### config.mk
export PLATFORM = sky130hd
export DESIGN_NAME = port_change_interrupt
export DESIGN_NICKNAME = d
export VERILOG_FILES = /design/src/shared/port_change_pkg.sv /design/src/rtl/port_change_interrupt.sv
export SDC_FILE = /design/constraint.sdc
export NUM_CORES = 1
export LEC_CHECK = 0
export ABC_CLOCK_PERIOD_IN_PS = 3400
export CELL_PAD_IN_SITES_DETAIL_PLACEMENT = 1
export CELL_PAD_IN_SITES_GLOBAL_PLACEMENT = 1
export CORE_MARGIN = 4
export CORE_UTILIZATION = 35
export CTS_BUF_LIST = sky130_fd_sc_hd__clkbuf_4
export DETAILED_ROUTE_END_ITERATION = 10
export DONT_BUFFER_PORTS = 1
export GPL_ROUTABILITY_DRIVEN = 0
export GPL_TIMING_DRIVEN = 0
export PLACE_DENSITY = 0.62
export SLEW_MARGIN = 20
export SYNTH_ARGS = -nofsm -noshare
export SYNTH_HDL_FRONTEND = slang
export SYNTH_SLANG_ARGS = --single-unit
### constraint.sdc
create_clock -name clk -period 3.4 [get_ports clk]
set_input_delay 0.17 -clock clk [delete_from_list [all_inputs] [get_ports clk]]
set_output_delay 0.17 -clock clk [all_outputs]
set_load 0.05 [all_outputs]
### src/shared/port_change_pkg.sv
/*
  constants for the port change interrupt block: register indices on the
  internal register port, field positions, reset values and sync depth.
  assumes the serial front end presents whole-byte accesses to the block.
*/
package port_change_pkg;

  localparam int          PORT_W          = 8;
  localparam int          ADDR_W          = 4;
  localparam int          CNT_W           = 4;

  localparam logic [3:0]  ADDR_DIRECTION  = 4'h0;
  localparam logic [3:0]  ADDR_IRQ_ENABLE = 4'h2;
  localparam logic [3:0]  ADDR_DEFAULT    = 4'h3;
  localparam logic [3:0]  ADDR_SOURCE     = 4'h4;
  localparam logic [3:0]  ADDR_CONFIG     = 4'h5;
  localparam logic [3:0]  ADDR_FLAG       = 4'h7;
  localparam logic [3:0]  ADDR_CAPTURE    = 4'h8;
  localparam logic [3:0]  ADDR_PORT       = 4'h9;
  localparam logic [3:0]  ADDR_LATCH      = 4'ha;

  localparam int          CFG_CLEAR_SEL   = 0;
  localparam int          CFG_POLARITY    = 1;
  localparam int          CFG_OPEN_DRAIN  = 2;
  localparam int          CFG_SEQ_OFF     = 5;
  localparam logic [7:0]  CFG_WR_MASK     = 8'h27;

  localparam logic [7:0]  RST_LATCH       = 8'h00;
  localparam logic [7:0]  RST_DIRECTION   = 8'hff;
  localparam logic [7:0]  RST_ZERO        = 8'h00;

  // read data leaves msb first, so the lsb goes with the last of these edges
  localparam logic [3:0]  BITS_PER_READ   = 4'h8;
  localparam logic [1:0]  PRIME_CYCLES    = 2'h3;

endpackage

### src/rtl/port_change_interrupt.sv
/*
  interrupt-on-change logic, capture, flag and output latch of an 8-bit
  expander port, behind a byte-wide internal register port.
  assumes the serial front end pulses regWrEn/regRdEn once per byte in the
  clk domain and that the serial clock rises once per shifted read bit.
*/
// Operation
// - output latch register, reset zero, reads back latch not pins
// - interrupt output asserts on enabled pin change or default mismatch
// - one change-interrupt enable bit per pin
// - pin-change mode compares enabled pins against their previous value
// - default-compare mode compares enabled pins against default register bits
// - only enabled input pins interrupt; output pins never do
// - on interrupt the whole port value is copied into capture register
// - while pending, no new interrupt and no capture update
// - interrupt holds until capture or port read, chosen by clear-select
// - writes to capture or port register leave interrupt untouched
// - clearing read clears only after its lsb is shifted out
// - with pending change, port-read clear re-asserts and recaptures at once
// - pin-change reference becomes the new level once interrupt occurs
// - default-compare condition persists while pin differs, despite reads
// - interrupt driver push-pull high, push-pull low, or open-drain
// - open-drain bit forces open-drain and overrides polarity
// - polarity bit set means active high, clear means active low
// - clear-select one: capture read clears; zero: port read clears
// - flag register marks causing pins, read only, ignores writes
`timescale 1ns/1ps
module port_change_interrupt #(
  parameter int PORT_W = port_change_pkg::PORT_W
) (
  input  wire logic                               clk,
  input  wire logic                               rstn,
  input  wire logic                               ce,
  input  wire logic [port_change_pkg::ADDR_W-1:0] regAddr,
  input  wire logic                               regWrEn,
  input  wire logic [7:0]                         regWrData,
  input  wire logic                               regRdEn,
  output logic      [7:0]                         regRdData,
  input  wire logic                               serialClk,
  input  wire logic [PORT_W-1:0]                  portIn,
  output logic      [PORT_W-1:0]                  portOut,
  output logic      [PORT_W-1:0]                  portOe_n,
  output logic                                    irqOut,
  output logic                                    irqOe_n
);

  typedef struct packed {
    logic [PORT_W-1:0]                outLatch;
    logic [PORT_W-1:0]                direction;
    logic [PORT_W-1:0]                irqEnable;
    logic [PORT_W-1:0]                compareDefault;
    logic [PORT_W-1:0]                sourceSelect;
    logic [7:0]                       deviceConfig;
    logic [PORT_W-1:0]                flag;
    logic [PORT_W-1:0]                captured;
    logic [PORT_W-1:0]                prevRef;
    logic                             pending;
    logic [7:0]                       rdData;
    logic                             clearArmed;
    logic [port_change_pkg::CNT_W-1:0] bitCnt;
    logic [1:0]                       prime;
    logic [PORT_W-1:0]                portMeta;
    logic [PORT_W-1:0]                portSync;
    logic                             sckMeta;
    logic                             sckSync;
    logic                             sckPrev;
  } state_s;

  localparam state_s STATE_RST = '{
    outLatch:       port_change_pkg::RST_LATCH,
    direction:      port_change_pkg::RST_DIRECTION,
    irqEnable:      port_change_pkg::RST_ZERO,
    compareDefault: port_change_pkg::RST_ZERO,
    sourceSelect:   port_change_pkg::RST_ZERO,
    deviceConfig:   port_change_pkg::RST_ZERO,
    flag:           port_change_pkg::RST_ZERO,
    captured:       port_change_pkg::RST_ZERO,
    prevRef:        port_change_pkg::RST_ZERO,
    pending:        1'b0,
    rdData:         port_change_pkg::RST_ZERO,
    clearArmed:     1'b0,
    bitCnt:         '0,
    prime:          2'h0,
    portMeta:       port_change_pkg::RST_ZERO,
    portSync:       port_change_pkg::RST_ZERO,
    sckMeta:        1'b0,
    sckSync:        1'b0,
    sckPrev:        1'b0
  };

  logic   rstMeta_n;
  logic   rstSync_n;
  state_s state_reg;
  state_s state_next;

  // per-pin cause: mismatch against default or previous level, enabled inputs only
  function automatic logic [PORT_W-1:0] irqCause(
    input logic [PORT_W-1:0] level,
    input logic [PORT_W-1:0] prev,
    input logic [PORT_W-1:0] dflt,
    input logic [PORT_W-1:0] srcSel,
    input logic [PORT_W-1:0] enable,
    input logic [PORT_W-1:0] dir
  );
    logic [PORT_W-1:0] diff;
    diff = (srcSel & (level ^ dflt)) | (~srcSel & (level ^ prev));
    return diff & enable & dir;
  endfunction

  always_ff @(posedge clk or negedge rstn)
  begin
    if (!rstn)
    begin
      rstMeta_n <= 1'b0;
      rstSync_n <= 1'b0;
    end
    else
    begin
      rstMeta_n <= 1'b1;
      rstSync_n <= rstMeta_n;
    end
  end

  always_comb
  begin
    logic [PORT_W-1:0] cause;
    logic              sckRise;
    logic              clearNow;
    logic              clearSel;
    logic              canTake;
    cause    = '0;
    sckRise  = 1'b0;
    clearNow = 1'b0;
    clearSel = 1'b0;
    canTake  = 1'b0;
    state_next = state_reg;

    state_next.portMeta = portIn;
    state_next.portSync = state_reg.portMeta;
    state_next.sckMeta  = serialClk;
    state_next.sckSync  = state_reg.sckMeta;
    state_next.sckPrev  = state_reg.sckSync;
    sckRise = state_reg.sckSync & ~state_reg.sckPrev;

    cause = irqCause(state_reg.portSync, state_reg.prevRef, state_reg.compareDefault,
                     state_reg.sourceSelect, state_reg.irqEnable, state_reg.direction);

    // the clearing register follows the select bit at read time
    clearSel = state_reg.deviceConfig[port_change_pkg::CFG_CLEAR_SEL];
    if (regRdEn)
    begin
      case (regAddr)
        port_change_pkg::ADDR_DIRECTION:  state_next.rdData = state_reg.direction;
        port_change_pkg::ADDR_IRQ_ENABLE: state_next.rdData = state_reg.irqEnable;
        port_change_pkg::ADDR_DEFAULT:    state_next.rdData = state_reg.compareDefault;
        port_change_pkg::ADDR_SOURCE:     state_next.rdData = state_reg.sourceSelect;
        port_change_pkg::ADDR_CONFIG:     state_next.rdData = state_reg.deviceConfig;
        port_change_pkg::ADDR_FLAG:       state_next.rdData = state_reg.flag;
        port_change_pkg::ADDR_CAPTURE:    state_next.rdData = state_reg.captured;
        port_change_pkg::ADDR_PORT:       state_next.rdData = state_reg.portSync;
        port_change_pkg::ADDR_LATCH:      state_next.rdData = state_reg.outLatch;
        default:                          state_next.rdData = port_change_pkg::RST_ZERO;
      endcase
      if ((clearSel && regAddr == port_change_pkg::ADDR_CAPTURE) ||
          (!clearSel && regAddr == port_change_pkg::ADDR_PORT))
      begin
        state_next.clearArmed = 1'b1;
        state_next.bitCnt     = '0;
      end
    end

    // count shifted bits; the clear lands only after the lsb edge
    if (state_reg.clearArmed && sckRise)
    begin
      state_next.bitCnt = state_reg.bitCnt + 1'b1;
      if (state_reg.bitCnt == port_change_pkg::BITS_PER_READ - 1'b1)
      begin
        clearNow              = 1'b1;
        state_next.clearArmed = 1'b0;
      end
    end

    // writes to flag and capture fall through; port writes go to the latch
    if (regWrEn)
    begin
      case (regAddr)
        port_change_pkg::ADDR_DIRECTION:  state_next.direction = regWrData;
        port_change_pkg::ADDR_IRQ_ENABLE: state_next.irqEnable = regWrData;
        port_change_pkg::ADDR_DEFAULT:    state_next.compareDefault = regWrData;
        port_change_pkg::ADDR_SOURCE:     state_next.sourceSelect = regWrData;
        port_change_pkg::ADDR_CONFIG:
          state_next.deviceConfig = regWrData & port_change_pkg::CFG_WR_MASK;
        port_change_pkg::ADDR_PORT:       state_next.outLatch = regWrData;
        port_change_pkg::ADDR_LATCH:      state_next.outLatch = regWrData;
        default:                          state_next.outLatch = state_reg.outLatch;
      endcase
    end

    if (clearNow)
    begin
      state_next.pending = 1'b0;
      state_next.flag    = '0;
    end

    // inputs need the sync depth to settle before they can serve as reference
    if (state_reg.prime != port_change_pkg::PRIME_CYCLES)
    begin
      state_next.prime   = state_reg.prime + 1'b1;
      state_next.prevRef = state_reg.portSync;
    end
    else
    begin
      // a clear and a new cause in one cycle re-raise at once: the set wins
      canTake = ~state_reg.pending | clearNow;
      if (canTake && (|cause))
      begin
        state_next.pending  = 1'b1;
        state_next.captured = state_reg.portSync;
        state_next.flag     = cause;
        state_next.prevRef  = state_reg.portSync;
      end
      else
      begin
        // unmonitored pins track so enabling one later raises nothing stale
        state_next.prevRef = (state_reg.prevRef & state_reg.irqEnable & state_reg.direction)
                           | (state_reg.portSync & ~(state_reg.irqEnable & state_reg.direction));
      end
    end

    if (!ce)
    begin
      state_next = state_reg;
    end
  end

  always_ff @(posedge clk or negedge rstSync_n)
  begin
    if (!rstSync_n)
    begin
      state_reg <= STATE_RST;
    end
    else
    begin
      state_reg <= state_next;
    end
  end

  assign regRdData = state_reg.rdData;
  assign portOut   = state_reg.outLatch;
  assign portOe_n  = state_reg.direction;

  always_comb
  begin
    if (state_reg.deviceConfig[port_change_pkg::CFG_OPEN_DRAIN])
    begin
      irqOut  = 1'b0;
      irqOe_n = ~state_reg.pending;
    end
    else
    begin
      // polarity set drives pending as is; clear drives it inverted
      irqOut  = state_reg.deviceConfig[port_change_pkg::CFG_POLARITY] ~^ state_reg.pending;
      irqOe_n = 1'b0;
    end
  end

endmodule

# [Word level (Yosys, flattened, before mapping)]
# Index checks and enable logic that the tools add are counted.
[totals] reg_bits=105 latchBits=0 mem_bits_rw=0 romBits=0 n_memories=0
[classes] n_addsub=2 n_mul=0 n_div=0 magnitude_cmp=0 eq_ne=10 shifts=0 mux=17 n_bitwise=20 n_reduce_logical=21
[op_table] op="$pmux 8 s9" n=1
[op_table] op="$and 8x8->8" n=8
[op_table] op="$mux 16" n=2
[op_table] op="$mux 8" n=3
[op_table] op="$reduce_and 3->1" n=8
[op_table] op="$eq 4x3->1 const B" n=4
[op_table] op="$not 8->8" n=2
[op_table] op="$or 8x8->8" n=2
[op_table] op="$xor 8x8->8" n=2
[op_table] op="$mux 5" n=3
[op_table] op="$eq 4x4->1 const B" n=3
[op_table] op="$eq 4x2->1 const B" n=2
[op_table] op="$mux 1" n=8
[op_table] op="$reduce_or 8->1" n=1
[op_table] op="$add 4x1->4 const B" n=1
[op_table] op="$logic_and 1x1->1" n=4
[op_table] op="$logic_not 4->1" n=1
[op_table] op="$reduce_and 2->1" n=2
[op_table] op="$reduce_bool 2->1" n=2
[op_table] op="$not 1->1" n=3
[op_table] op="$add 2x1->2 const B" n=1
[op_table] op="$ne 2x2->1 const B" n=1
[op_table] op="$reduce_or 2->1" n=1
[op_table] op="$and 1x1->1" n=1
[op_table] op="other kinds (4)" n=4

# [Depth between registers and ports, before layout]
# Gate-level depths: netlist of run 1.
[depth] ltp_word=9 ltp_mapped=7

# [Worst setup path after synthesis of run 1]
# OpenSTA, ideal clock, no wires.
[synth_timing] path_type="register to register" from="register state_reg[70] in the netlist's numbering" to="register state_reg[43] in the netlist's numbering" setup_time_ns=0.125 t_arrival_ns=1.933 path_slack_ns=1.342 stages_incl_launch_ff=7 period_less_slack_ns=2.058 cell_sequence="dfrtp_1 -> mux2i_1 -> mux2i_1 -> or4_1 -> buf_6 -> o21bai_4 -> mux2_2"
[synth_via] elab_chain_len=8
[synth_rtl] element="start, declared" line_no="port_change_interrupt.sv:93" rtl="state_s state_reg;"
[synth_rtl] element="start signal, assigned" line_no="port_change_interrupt.sv:244" rtl="state_reg <= state_next;"
[synth_rtl] element="$not 8->8" line_no="port_change_interrupt.sv:106" rtl="diff = (srcSel & (level ^ dflt)) | (~srcSel & (level ^ prev));"
[synth_rtl] element="$and 8x8->8" line_no="port_change_interrupt.sv:106"
[synth_rtl] element="$or 8x8->8 (*)" line_no="port_change_interrupt.sv:106"
[synth_rtl] element="$and 8x8->8 (*) (2 in a row)" line_no="port_change_interrupt.sv:107" rtl="return diff & enable & dir;"
[synth_rtl] element="$reduce_or 8->1 (*)" line_no="port_change_interrupt.sv:215" rtl="if (canTake && (|cause))"
[synth_rtl] element="$logic_and 1x1->1 (*)" line_no="port_change_interrupt.sv:215"
[synth_rtl] element="$reduce_and 3->1 (no line) (*)"
# Mark *: on every way between the ends. The rest lies on a longest branch, timed or not.
# A chain may end at the register's enable or synchronous reset.

# [Worst setup path in the final report of run 1]
[layout_timing] from="register state_reg[74] in the netlist's numbering" to="register state_reg[47] in the netlist's numbering"
# The elaborated chain is that of the path after synthesis.

==> out/results.env, run 1 <==
GRT_ANTENNA_BEFORE_REPAIR=0
ROUTE.VIAS.TOTAL=4089
RESULT_OF_THE_RUN='complete, no violations'
WL_MET3_UM=683
DRC=0
CRITICAL-PATH-MAX-STAGE-DELAY_NS=0.54
CRITICALPATHCATEGORY='flop to flop'
CTS_MAX_PATH_BUFFERS=2
FINALCRITPERIODSHARE_PCT=73.4
FP.DIEW_UM=133
POWER_DENSITY_mW_PER_MM2=602
MIN-DELAY-PATH-CLASS='input pin to flop'
DESIGN.CORE.AREA_MM2=0.0153
SYN_NETS=501
CLOCK-ROOT-BUFFER='clkbuf_4'
CTS_INSERTED_BUFFERS=9
CRITICAL-PATH-TOP-DELAY-FAMILY='multiplexers'
PLACEMENT_ROWS=45
HTREE_LEVELS=3
LENGTH_OF_THE_FIRST_DETAILED_ROUTING_PASS_IN_ITERATIONS=5
CLOCK_TRANSITION_TIME_AT_THE_FLIP_FLOP_CLOCK_PINS_OF_THE_WORST_SETUP_AND_HOLD_PATHS_NS=0.17
COUNT_OF_BOUNDARY_I_O_PINS=52
CRIT_PATH_MAX_FANOUT=9
LARGEST_REGISTER_FF_COUNT=79
ANTENNA_CELLS_INSERTED=0
AREA_OF_THE_DIE_MM2=0.0177
FINAL_NET_COUNT=535
POST-SYNTH-TOP-AREA-FRACTION_PCT=44.5
GRT_PASS1_WL_UM=25700
POSTSYNTHAREAPERCELL_UM2=11.5
TIMING_HOLD_VIOLATIONS_FINAL=0
GRT_MAX_DEGREE=56
SETUP_TNS_NS=0
CLKLATENCYLATEPIN_NS=0.50
CTS.REPAIR_TIMING.SETUP_BUFFER_COUNT=0
COUNT_OF_BUFFER_AND_INVERTER_CELLS_ON_THE_CRITICAL_PATH=1
WORSTSETUPPATHDEPTH=6
WORST-SLEW-PIN-TRANSITION_NS=1.05
SYNTH.MOST_COMMON_CELL='dfrtp_1'
WORST_EP_REQUIRED_TIME_NS=3.80
STARTPOINT_OF_THE_MOST_CRITICAL_SETUP_PATH='state_reg[74]'
CLOCK-SKEW-FINAL_NS=0.0270
CRIT_CHAIN='mux2i_1 -> mux2i_1 -> or4_1 -> buf_2 -> o21bai_4 -> mux2_2'
WORST_REG2REG_PATH_STARTPOINT='state_reg[74]'
COUNT_OF_INSTANCES_RESIZED_AFTER_THE_CLOCK_TREE_IS_BUILT=0
ROUTED_MET1_LENGTH_UM=7570
SYNTH_TOP_CELLS_BY_COUNT='dfrtp_1, mux2_2, nand3_1'
GRT_REMAINING_OVERFLOW=0
CP_DATA_ARRIVAL_TIME_NS=2.90
CRITPATHMOSTFREQUENTCELL='mux2i_1'
WORST_SETUP_PATH_END_KIND='flop'
FINALSETUPVIOLATIONS=0
YOSYSUNIQUECELLTYPES=53
SYNTH_TOP_CELLS_BY_AREA='dfrtp_1, mux2_2, a32o_1'
DRT-WIRELENGTH-PER-CELL_UM=22.1
HOLDCRITSTARTPOINT='regRdEn'
DRIVE_ABOVE_1_SHARE_PCT=26.4
POSTROUTEWIRELENGTH_UM=16000
CTS.SINK_COUNT=105
DP_HPWL_UM=11800
WL_MET2_UM=7430
REG2REG_DEPTH=6
TOTAL_LEAKAGE_POWER_uW=0.00251
START_KIND='flop'
CRITPATHCAPTURE='state_reg[47]'
TIMING.FINAL.MAX_SLEW_VIOLATIONS=0
STARTING_UTILIZATION_OF_THE_CORE_AREA_PCT=35.8
MAX_FREQ_GHz=0.401
FILLCELLCOUNT=1665
CRITICAL-PATH-SLOWEST-CELL='or4_1'
SYN-CELL-AREA_MM2=0.00546
TOP_LAYER_USED='met4'
DRT_FIRST_ITER_VIOLATIONS=240
SYNTH_EDF_COUNT=0
POST-ROUTE-MIN-PERIOD_NS=2.49
DIE_H_UM=133
SYNTH_FLOP_CELL='dfrtp_1'
SYNTH_ASYNC_SR_FLOP_SHARE_PCT=100
GRT_PASS1_VIAS=4418
AREA_GROWTH_FROM_SYNTHESIS_TO_LAYOUT_PCT=11.9
SYNTH_SEQUENTIAL_AREA_RATIO_PCT=48.3
HOLDWS_NS=0.0639
POSTSYNTHCELLCOUNT=473
POST_DRT_VIA_CELL_RATIO=5.66
NUMPORTBUFFERS=0
GRT_UTIL_ALL_LAYERS_PCT=18.5
CAP_VIOLATIONS=0
YOSYS.AREA.TOP_TYPE='dfrtp_1'
CRITICAL_PATH.REG2REG.ENDPOINT='state_reg[47]'
R2R_SETUP_SLACK_NS=0.91
CTS_TREE='built'
MAX-VDD-IR-DROP_V=0.000277
YOSYS_REGISTER_BITS=105
UNREPAIRED_SETUP_ENDPOINTS_AFTER_GLOBAL_ROUTING='false'
SLEW_HEADROOM_PCT=29.1
ANTENNA_LEFT=0
SYNTH-WARNING-COUNT=0
## worst min path at each step
stage / end / slack, ns / cells past startpoint
floorplan: rstMeta_n / -0.13 / 0
global placement: rstMeta_n / -0.13 / 0
detailed placement: rstMeta_n / -0.13 / 0
CTS: regRdData[5] / 0.04 / 3
global route: regRdData[6] / 0.11 / 3
finish: regRdData[0] / 0.06 / 3
## final cells by class
type / count / area (µm²) / share of cell area, %
Buffer: 47 / 277 / 4.53
Multi-Input combinational cell: 316 / 2530 / 41.5
Clock inverter: 6 / 50.0 / 0.820
Timing Repair Buffer: 23 / 248 / 4.06
Sequential cell: 105 / 2640 / 43.3
Tap cell: 211 / 264 / 4.32
Inverter: 5 / 18.8 / 0.307
Clock buffer: 10 / 75.1 / 1.23
## worst reg2reg max path, stage by stage, from the launching register on
cell	delay, ns
dfrtp_1	0.44
mux2i_1	0.31
mux2i_1	0.18
or4_1	0.54
buf_2	0.21
o21bai_4	0.35
mux2_2	0.39
## metrics by stage
stage | worst slack [ns] | instance area [µm²] | util, % | std cells | power (µW)
CTS | 0.920 | 6110 | 40.0 | 723 | 3720
floorplan | 0.272 | 5460 | - | 473 | 2730
global placement | -0.910 | 5720 | 37.5 | 684 | 3000
global route | 0.782 | 6110 | 40.0 | 723 | 3900
finish | 0.905 | 6110 | 40.0 | 723 | 3680
detailed placement | 0.963 | 5760 | 37.8 | 685 | 3060
## timing repair
action | 4_1_cts | 5_1_grt
hold endpoints to repair | 61 | 0
setup endpoints to repair | 0 | 0
hold buffers | 22 | 0
## routing by layer
layer | up-vias | GRT usage, %
met5 | - | 0
met4 | 0 | 6.24
met3 | 18 | 2.59
met2 | 108 | 29.9
met1 | 2108 | 25.7
li1 | 1855 | -
## kinds of logic after synthesis
| family | Yosys count | share of synthesized area (%) |
|---|---|---|
| AND/OR/NAND/NOR | 107 | 10.9 |
| flip-flops | 105 | 48.3 |
| XOR/XNOR | 3 | 0.482 |
| AO/OA/AOI/OAI | 104 | 14.4 |
| adder cells (fa/ha/maj) | 2 | 0.459 |
| multiplexers | 99 | 20.0 |
| other | 1 | 0.0687 |
| buffers and inverters | 52 | 5.41 |
## power by group
| group | switching [µW] | internal [µW] | total, µW |
|---|---|---|---|
| logic | 672 | 495 | 1170 |
| registers | 348 | 1540 | 1890 |
| clock network | 450 | 166 | 617 |
| total | 1470 | 2200 | 3680 |
## cells in the final DEF, fill, tap and decap left out, types with 3 or more instances in the layout
cell	netlist	routed
nor2b_1	7	7
nand3b_1	10	10
clkbuf_1	16	16
o211ai_1	10	10
dlygate4sd3_1	0	22
a32oi_1	7	7
nor3b_1	3	3
nor3_1	4	4
nor4_1	4	4
nand2_1	19	19
nand3_1	27	27
a211oi_1	3	3
a22oi_1	8	8
clkbuf_4	0	10
mux2i_1	20	20
dfrtp_1	97	96
nor2_1	11	11
buf_1	4	4
buf_4	24	24
and3_1	8	8
o21ai_0	23	23
a32o_1	21	21
a21oi_1	10	10
a22o_1	3	3
o2bb2ai_1	4	4
a221oi_1	4	4
dfstp_2	8	8
mux2_2	79	79
inv_1	5	5
No activity file was read; power rests on OpenSTA's default activity.
==> inputs of run 2 (changes only) <==
ABC_AREA = 1   (was unset)
ABC_CLOCK_PERIOD_IN_PS = 2100   (was 3400)
PLACE_DENSITY = 0.68   (was 0.62)
clock period = 2.1 ns   (was 3.4 ns; I/O delays follow)
==> run 2 against run 1 <==
Fmax grew 30%. Synthesized cell count up 44%. Routed wire length is 1.6% lower. Critical path type unchanged. Hold slack worse by 0.028 ns. Final area down 2.8%. Largest cell class unchanged. Via count rose by 10%. Critical endpoint is now state_reg[44]. Setup slack worse by 0.72 ns. Sequential cell count unchanged.
==> out/results.env, run 2 <==
RESULT_OF_THE_RUN='complete, no violations'
SYNTH_SEQUENTIAL_AREA_RATIO_PCT=49.9  # +1.6 points
POSTSYNTHCELLCOUNT=679  # +44%
HOLDCRITSTARTPOINT='ce'
CLOCK-SKEW-FINAL_NS=0.0260  # -0.00106 ns
DETAILED_PLACE.AREA_MM2=0.00555  # -3.6%
SYNTH-COMPOUND-AREA-SHARE_PCT=11.4  # -3.0 points
CLOCK-ROOT-BUFFER='clkbuf_4'
NUMPORTBUFFERS=0  # unchanged
FINAL_NET_COUNT=740  # +38%
GRT_MAX_DEGREE=57  # +1.8%
DIE_H_UM=131  # -1.5%
AREA_OF_THE_DIE_MM2=0.0171  # -3.0%
COUNT_OF_BOUNDARY_I_O_PINS=52  # unchanged
FP.DIEW_UM=131  # -1.5%
DRC=0  # unchanged
SYNTH.MOST_COMMON_CELL='nand2_1'
START_KIND='flop'
SYNTH_EDF_COUNT=0  # unchanged
SYNTH_TOP_CELLS_BY_COUNT='nand2_1, dfrtp_1, inv_1'
WORST_EP_REQUIRED_TIME_NS=2.47  # -1.33 ns
FINAL_INSTANCE_AREA_MM2=0.00594  # -2.8%
ANTENNA_LEFT=0  # unchanged
MIN-DELAY-PATH-CLASS='input pin to flop'
MAX-VDD-IR-DROP_V=0.000487  # +76%
SYN-CELL-AREA_MM2=0.00529  # -3.1%
DRT_FIRST_ITER_VIOLATIONS=183  # -24%
WORST_SETUP_PATH_END_KIND='flop'
YOSYS.AREA.TOP_TYPE='dfrtp_1'
POST_DRT_VIA_CELL_RATIO=5.01  # -11%
WORST-SLEW-PIN-TRANSITION_NS=0.930  # -0.123 ns
GRT_UTIL_ALL_LAYERS_PCT=19.8  # +1.3 points
TIMING.FINAL.MAX_SLEW_VIOLATIONS=0  # unchanged
CTS.REPAIR_TIMING.SETUP_BUFFER_COUNT=0  # unchanged
YOSYS_REGISTER_BITS=105  # unchanged
CTS.SINK_COUNT=105  # unchanged
PRE_CTS_SLACK_NS=0.192  # -0.770 ns
GRT_ANTENNA_BEFORE_REPAIR=1  # +1
ROUTE.VIAS.TOTAL=4516  # +10%
CP_DATA_ARRIVAL_TIME_NS=2.29  # -0.61 ns
CLOCK_TRANSITION_TIME_AT_THE_FLIP_FLOP_CLOCK_PINS_OF_THE_WORST_SETUP_AND_HOLD_PATHS_NS=0.16  # about the same
SYNTH_TOP_CELLS_BY_AREA='dfrtp_1, nand2_1, o21ai_0'
STARTPOINT_OF_THE_MOST_CRITICAL_SETUP_PATH='portOe_n[7]'
HOLDWS_NS=0.0359  # -0.0280 ns
YOSYSUNIQUECELLTYPES=33  # -38%
LAYOUTNONFILLERINSTCOUNT=902  # +25%
TOTAL_LEAKAGE_POWER_uW=0.00306  # +22%
GRT_PASS1_WL_UM=25800  # +0.21%
FINALSETUPVIOLATIONS=0  # unchanged
SYNTH-WARNING-COUNT=0  # unchanged
MAIN_COMBINATIONAL_CELL_FAMILY_BY_AREA_AFTER_SYNTHESIS='simple AND/OR/NAND/NOR gates'
SLEW_HEADROOM_PCT=37.7  # +8.6 points
DESIGN.CORE.AREA_MM2=0.0146  # -4.0%
AREA_GROWTH_FROM_SYNTHESIS_TO_LAYOUT_PCT=12.3
POST-ROUTE-MIN-PERIOD_NS=1.91  # -0.583 ns
CRITICALPATHCATEGORY='flop to flop'
LAYOUT.CELLS.MOST_COMMON_LIST='nand2_1, dfrtp_1, inv_1, o21ai_0, nand3_1'
DRIVE_ABOVE_1_SHARE_PCT=10.5  # -16 points
CAP_VIOLATIONS=0  # unchanged
SYNTH_ASYNC_SR_FLOP_SHARE_PCT=100  # unchanged
GRT_REMAINING_OVERFLOW=0  # unchanged
PLACEMENT_ROWS=44  # -2.2%
STARTING_UTILIZATION_OF_THE_CORE_AREA_PCT=36.1  # +0.33 points
WORST_REG2REG_PATH_STARTPOINT='portOe_n[7]'
LARGEST_REGISTER_FF_COUNT=79  # unchanged
SYN_NETS=707  # +41%
POSTSYNTHAREAPERCELL_UM2=7.78  # -33%
MAX_FREQ_GHz=0.523  # +30%
CTS_TREE='built'
UNREPAIRED_SETUP_ENDPOINTS_AFTER_GLOBAL_ROUTING='false'
POWER_DENSITY_mW_PER_MM2=969  # +61%
YOSYS-MUX-AREA-FRACTION_PCT=0.213  # -20 points
TIMING_HOLD_VIOLATIONS_FINAL=0  # unchanged
FINALCRITPERIODSHARE_PCT=91.1  # +18 points
SYNTH_XOR_AREA_SHARE_PCT=0.166  # -0.32 points
LENGTH_OF_THE_FIRST_DETAILED_ROUTING_PASS_IN_ITERATIONS=4  # -1
DP_HPWL_UM=11900  # +0.79%
GRT_PASS1_VIAS=4767  # +7.9%
SYNTH_FLOP_CELL='dfrtp_1'
DP.CELLS=864  # +26%
POST-SYNTH-TOP-AREA-FRACTION_PCT=45.9  # +1.4 points
CTS_INSERTED_BUFFERS=9  # unchanged
HTREE_LEVELS=3  # unchanged
SYNTHSIMPLEGATEAREAFRAC_PCT=27.6  # +17 points
DRT-WIRELENGTH-PER-CELL_UM=17.4  # -21%
CTS_MAX_PATH_BUFFERS=2  # unchanged
CRIT_PATH_MAX_FANOUT=10  # +1
LAYOUT.CELLS.MOST_COMMON='nand2_1'
POSTROUTEWIRELENGTH_UM=15700  # -1.6%
FIN_WS_NS=0.188  # -0.717 ns
FILLCELLCOUNT=1809  # +8.6%
CLKLATENCYLATEPIN_NS=0.49  # about the same
POST-LAYOUT-TOTAL-POWER_uW=5750  # +57%
YOSYS.AREA_SHARE.ADDER_PCT=0.473  # +0.015 points
run 2: cell types whose count changed after synthesis, sizes merged, moves of 9 or more:
cell / before / now
nand3b: 10 / 1
mux2: 79 / 1
o21ai: 24 / 74
o211ai: 10 / 1
nand2: 19 / 269
nand3: 27 / 52
inv: 5 / 69
nor2: 11 / 25
mux2i: 20 / 0
a32o: 21 / 0
run 2: power by group:
part	internal, µW	leakage, µW	switching [µW]
Combinational	532	0.00165	1140
Sequential	2490	0.00132	383
Clock	501	0.0000851	707
run 2: logic make-up (layout without fill, tap and decap cells):
logic type / after synthesis / after routing
simple gates: 353 / 353
buf+inv: 114 / 152
mux: 1 / 1
other cells: 1 / 2
flops: 105 / 105
fa+ha+maj: 2 / 2
xor+xnor: 1 / 1
compound gates: 102 / 102
run 2: through the flow:
stage          TNS [ns]  utilization, %
2_1_floorplan         0               -
3_3_place_gp     -32.42            37.7
3_5_place_dp          0            37.9
4_1_cts               0            40.5
5_1_grt               0            40.5
6_report              0            40.5
run 2: path summary, 6_finish.rpt:
check / cells after the start / endpoint / slack, ns
worst max-delay path: 9 / state_reg[44] / 0.19
worst min-delay path: 4 / state_reg[14] / 0.04
worst max register to register: 9 / state_reg[44] / 0.19
worst min register to register: 0 / state_reg[2] / 0.37
max in group asynchronous: 1 / portOe_n[1] / 0.95
min in group asynchronous: 2 / rstSync_n / 0.36
run 2: routing by layer:
layer	share of wire, %	vias to the layer above	track usage, %
met3	2.2	19	3.37
met2	50	56	33.8
met1	46	2231	25.8
li1	-	2210	-
met4	2.0	0	6.23
met5	0	-	0
run 2: final cells by class:
cell class                 instances  area, µm²  area share, %
buffer                            41        263           4.43
multi-input combinational        460       2120           35.8
tap                              184        230           3.88
timing repair buffer              22        238           4.00
inverter                          73        274           4.62
antenna                            1       2.50         0.0421
sequential                       105       2640           44.5
clock inverter                     6       88.8           1.50
clock buffer                      10       75.1           1.26
run 2: critical path, cell delays in order (launching register included):
cell	delay (ns)
dfstp_2	0.60
nand2_1	0.10
nand3b_1	0.23
nand2_1	0.09
nor2_1	0.04
nand2_1	0.22
nand4_4	0.19
buf_6	0.20
nand2_1	0.08
o21ai_2	0.05
run 2: what timing repair did:
action	4_1_cts	5_1_grt
hold buffers	21	0
setup endpoints to repair	1	5
resized for setup	1	2
endpoints found under the hold margin	74	0
==> inputs of run 3 (changes only) <==
ABC_CLOCK_PERIOD_IN_PS = 2000   (was 2100)
PLACE_DENSITY = 0.66   (was 0.68)
SLEW_MARGIN = 40   (was 20)
clock period = 2 ns   (was 2.1 ns; I/O delays follow)
==> run 3 against run 2 <==
Cell count increased by 0.11%. Sequential share of layout area rose by 0.35 points. Clock skew decreased by 0.0072 ns. Clock power shrank 22%. Setup slack got worse by 0.0072 ns. Sequential cell count stayed put. Largest cell class unchanged.
==> out/results.env, run 3 (same netlist as run 2, synthesis figures left out) <==
GRT_UTIL_ALL_LAYERS_PCT=19.7  # -0.070 points
CP_DATA_ARRIVAL_TIME_NS=1.72  # -0.57 ns
FINALSETUPVIOLATIONS=0  # unchanged
MIN-DELAY-PATH-CLASS='input pin to flop'
MULTIINPUTGATEAREA_MM2=0.00213  # +0.24%
DRT_FIRST_ITER_VIOLATIONS=223  # +22%
POSTROUTEWIRELENGTH_UM=15700  # -0.22%
CLOCK-SKEW-FINAL_NS=0.0188  # -0.00717 ns
GRT_PASS1_WL_UM=25700  # -0.37%
COUNT_OF_BOUNDARY_I_O_PINS=52  # unchanged
POST_DRT_VIA_CELL_RATIO=5.01  # about the same
PLACEMENT_ROWS=44  # unchanged
CAP_VIOLATIONS=0  # unchanged
WORST-SLEW-PIN-TRANSITION_NS=0.703  # -0.228 ns
POWER.SWITCHING_uW=2280  # +2.4%
ROUTE.VIAS.TOTAL=4524  # +0.18%
WORST_EP_REQUIRED_TIME_NS=1.90  # -0.57 ns
CRIT_PATH_MAX_FANOUT=3  # -7
SLEW_HEADROOM_PCT=52.9  # +15 points
GRT_PASS1_VIAS=4830  # +1.3%
CLKLATENCYLATEPIN_NS=0.48  # about the same
ANTENNA_LEFT=0  # unchanged
CTS_MAX_PATH_BUFFERS=2  # unchanged
FINALCRITPERIODSHARE_PCT=91.0
LAYOUT.CELLS.MOST_COMMON='nand2_1'
DESIGN.CORE.AREA_MM2=0.0146  # unchanged
FINAL_NET_COUNT=741  # +0.14%
FIN_WS_NS=0.181  # -0.00720 ns
DETAILED_PLACE.AREA_MM2=0.00557  # +0.34%
SEQ_AREA_MM2=0.00264  # unchanged
LENGTH_OF_THE_FIRST_DETAILED_ROUTING_PASS_IN_ITERATIONS=5  # +1
TIMING.FINAL.MAX_SLEW_VIOLATIONS=0  # unchanged
POST-ROUTE-MIN-PERIOD_NS=1.82
LAYOUT.CELLS.MOST_COMMON_LIST='nand2_1, dfrtp_1, inv_1, o21ai_0, nand3_1'
TIMING_HOLD_VIOLATIONS_FINAL=0  # unchanged
GRT_MAX_DEGREE=39  # -32%
DP_HPWL_UM=12000  # +1.1%
CTS.SINK_COUNT=105  # unchanged
AREA_OF_THE_DIE_MM2=0.0171  # unchanged
P_INT_uW=3430  # -2.7%
R2R_SETUP_SLACK_NS=0.20  # about the same
CTS_TREE='built'
RESULT_OF_THE_RUN='complete, no violations'
POST-LAYOUT-TOTAL-POWER_uW=5710  # -0.70%
GRT_ANTENNA_BEFORE_REPAIR=1  # unchanged
LARGEST_REGISTER_FF_COUNT=79  # unchanged
CTS.REPAIR_TIMING.SETUP_BUFFER_COUNT=0  # unchanged
START_KIND='flop'
HTREE_LEVELS=3  # unchanged
P_COMB_SHARE_PCT=30.8  # +1.7 points
CLOCK-ROOT-BUFFER='clkbuf_4'
DRC=0  # unchanged
MAX_FREQ_GHz=0.550
WORST_SETUP_PATH_END_KIND='output port'
FILLCELLCOUNT=1814  # +0.28%
GRT_REMAINING_OVERFLOW=0  # unchanged
UNREPAIRED_SETUP_ENDPOINTS_AFTER_GLOBAL_ROUTING='false'
PRE_CTS_SLACK_NS=0.0711  # -0.121 ns
DIE_H_UM=131  # unchanged
FINAL_INSTANCE_AREA_MM2=0.00589  # -0.78%
AREA_GROWTH_FROM_SYNTHESIS_TO_LAYOUT_PCT=11.5
MAX-VDD-IR-DROP_V=0.000383  # -21%
CRITICALPATHCATEGORY='flop to output port'
FP.DIEW_UM=131  # unchanged
DRIVE_ABOVE_1_SHARE_PCT=10.4  # -0.015 points
DRT-WIRELENGTH-PER-CELL_UM=17.3  # -0.33%
NUMPORTBUFFERS=0  # unchanged
POWER.SHARE.SWITCHING_PCT=40.0  # +1.2 points
POWER_DENSITY_mW_PER_MM2=970  # about the same
TOTAL_LEAKAGE_POWER_uW=0.00304  # -0.63%
STARTING_UTILIZATION_OF_THE_CORE_AREA_PCT=36.1  # unchanged
CLOCK_TRANSITION_TIME_AT_THE_FLIP_FLOP_CLOCK_PINS_OF_THE_WORST_SETUP_AND_HOLD_PATHS_NS=0.15  # about the same
POWER_SHARE_OF_THE_CLOCK_GROUP_PCT=16.6  # -4.4 points
SEQUENTIALPOWERSHARE_PCT=52.6  # +2.7 points
SETUP_TNS_NS=0  # unchanged
CTS_INSERTED_BUFFERS=9  # unchanged
-- run 3: cell type report --
| type | count | share of cell area, % |
|---|---|---|
| antenna | 1 | 0.0425 |
| buffer | 41 | 4.46 |
| clock buffer | 10 | 1.27 |
| clock inverter | 6 | 0.425 |
| inverter | 73 | 4.65 |
| multi-input combinational | 460 | 36.2 |
| sequential | 105 | 44.8 |
| tap | 184 | 3.91 |
| timing repair buffer | 23 | 4.25 |
-- run 3: routing by layer --
metal	global-route usage (%)	routed length, µm
met1	25.7	7000
met2	33.9	7770
met3	2.68	543
met4	6.78	348
met5	0	0
-- run 3: worst paths after layout --
| check | startpoint | cells after the start | to |
|---|---|---|---|
| worst min register to register | rstSync_n | 0 | state_reg[49] |
| worst min-delay path | ce | 4 | state_reg[14] |
| min in group asynchronous | rstSync_n | 0 | state_reg[49] |
| max in group asynchronous | rstSync_n | 1 | portOe_n[5] |
| worst max-delay path | state_reg[61] | 3 | irqOut |
| worst max register to register | state_reg[0] | 8 | state_reg[57] |
-- run 3: power groups by stage --
| stage | logic [µW] | registers (µW) | clock network (µW) |
|---|---|---|---|
| 6_report | 1760 | 3010 | 948 |
| 3_3_place_gp | 1620 | 3060 | 0 |
| 3_5_place_dp | 1740 | 3060 | 0 |
| 5_1_grt | 1980 | 3070 | 1080 |
| 2_1_floorplan | 1390 | 2940 | 0 |
| 4_1_cts | 1780 | 3010 | 990 |
-- run 3: critical path: stages (launching register included) --
cell     delay (ns)
dfrtp_1        0.41
inv_1          0.17
o21ai_0        0.15
a21oi_2        0.52
-- run 3: repair_timing --
item | in CTS | in global routing
hold buffers | 21 | 0
endpoints found under the setup margin | 0 | 16
gates resized for setup | 0 | 3
hold endpoints to repair | 74 | 0
-- run 3: through the flow --
stage / utilization [%] / hold slack, ns / cells
4_1_cts: 40.2 / 0.0386 / 902
3_3_place_gp: 37.7 / -0.196 / 863
6_report: 40.2 / 0.0712 / 903
5_1_grt: 40.2 / 0.0846 / 903
2_1_floorplan: - / -0.196 / 679
3_5_place_dp: 38.0 / -0.196 / 865
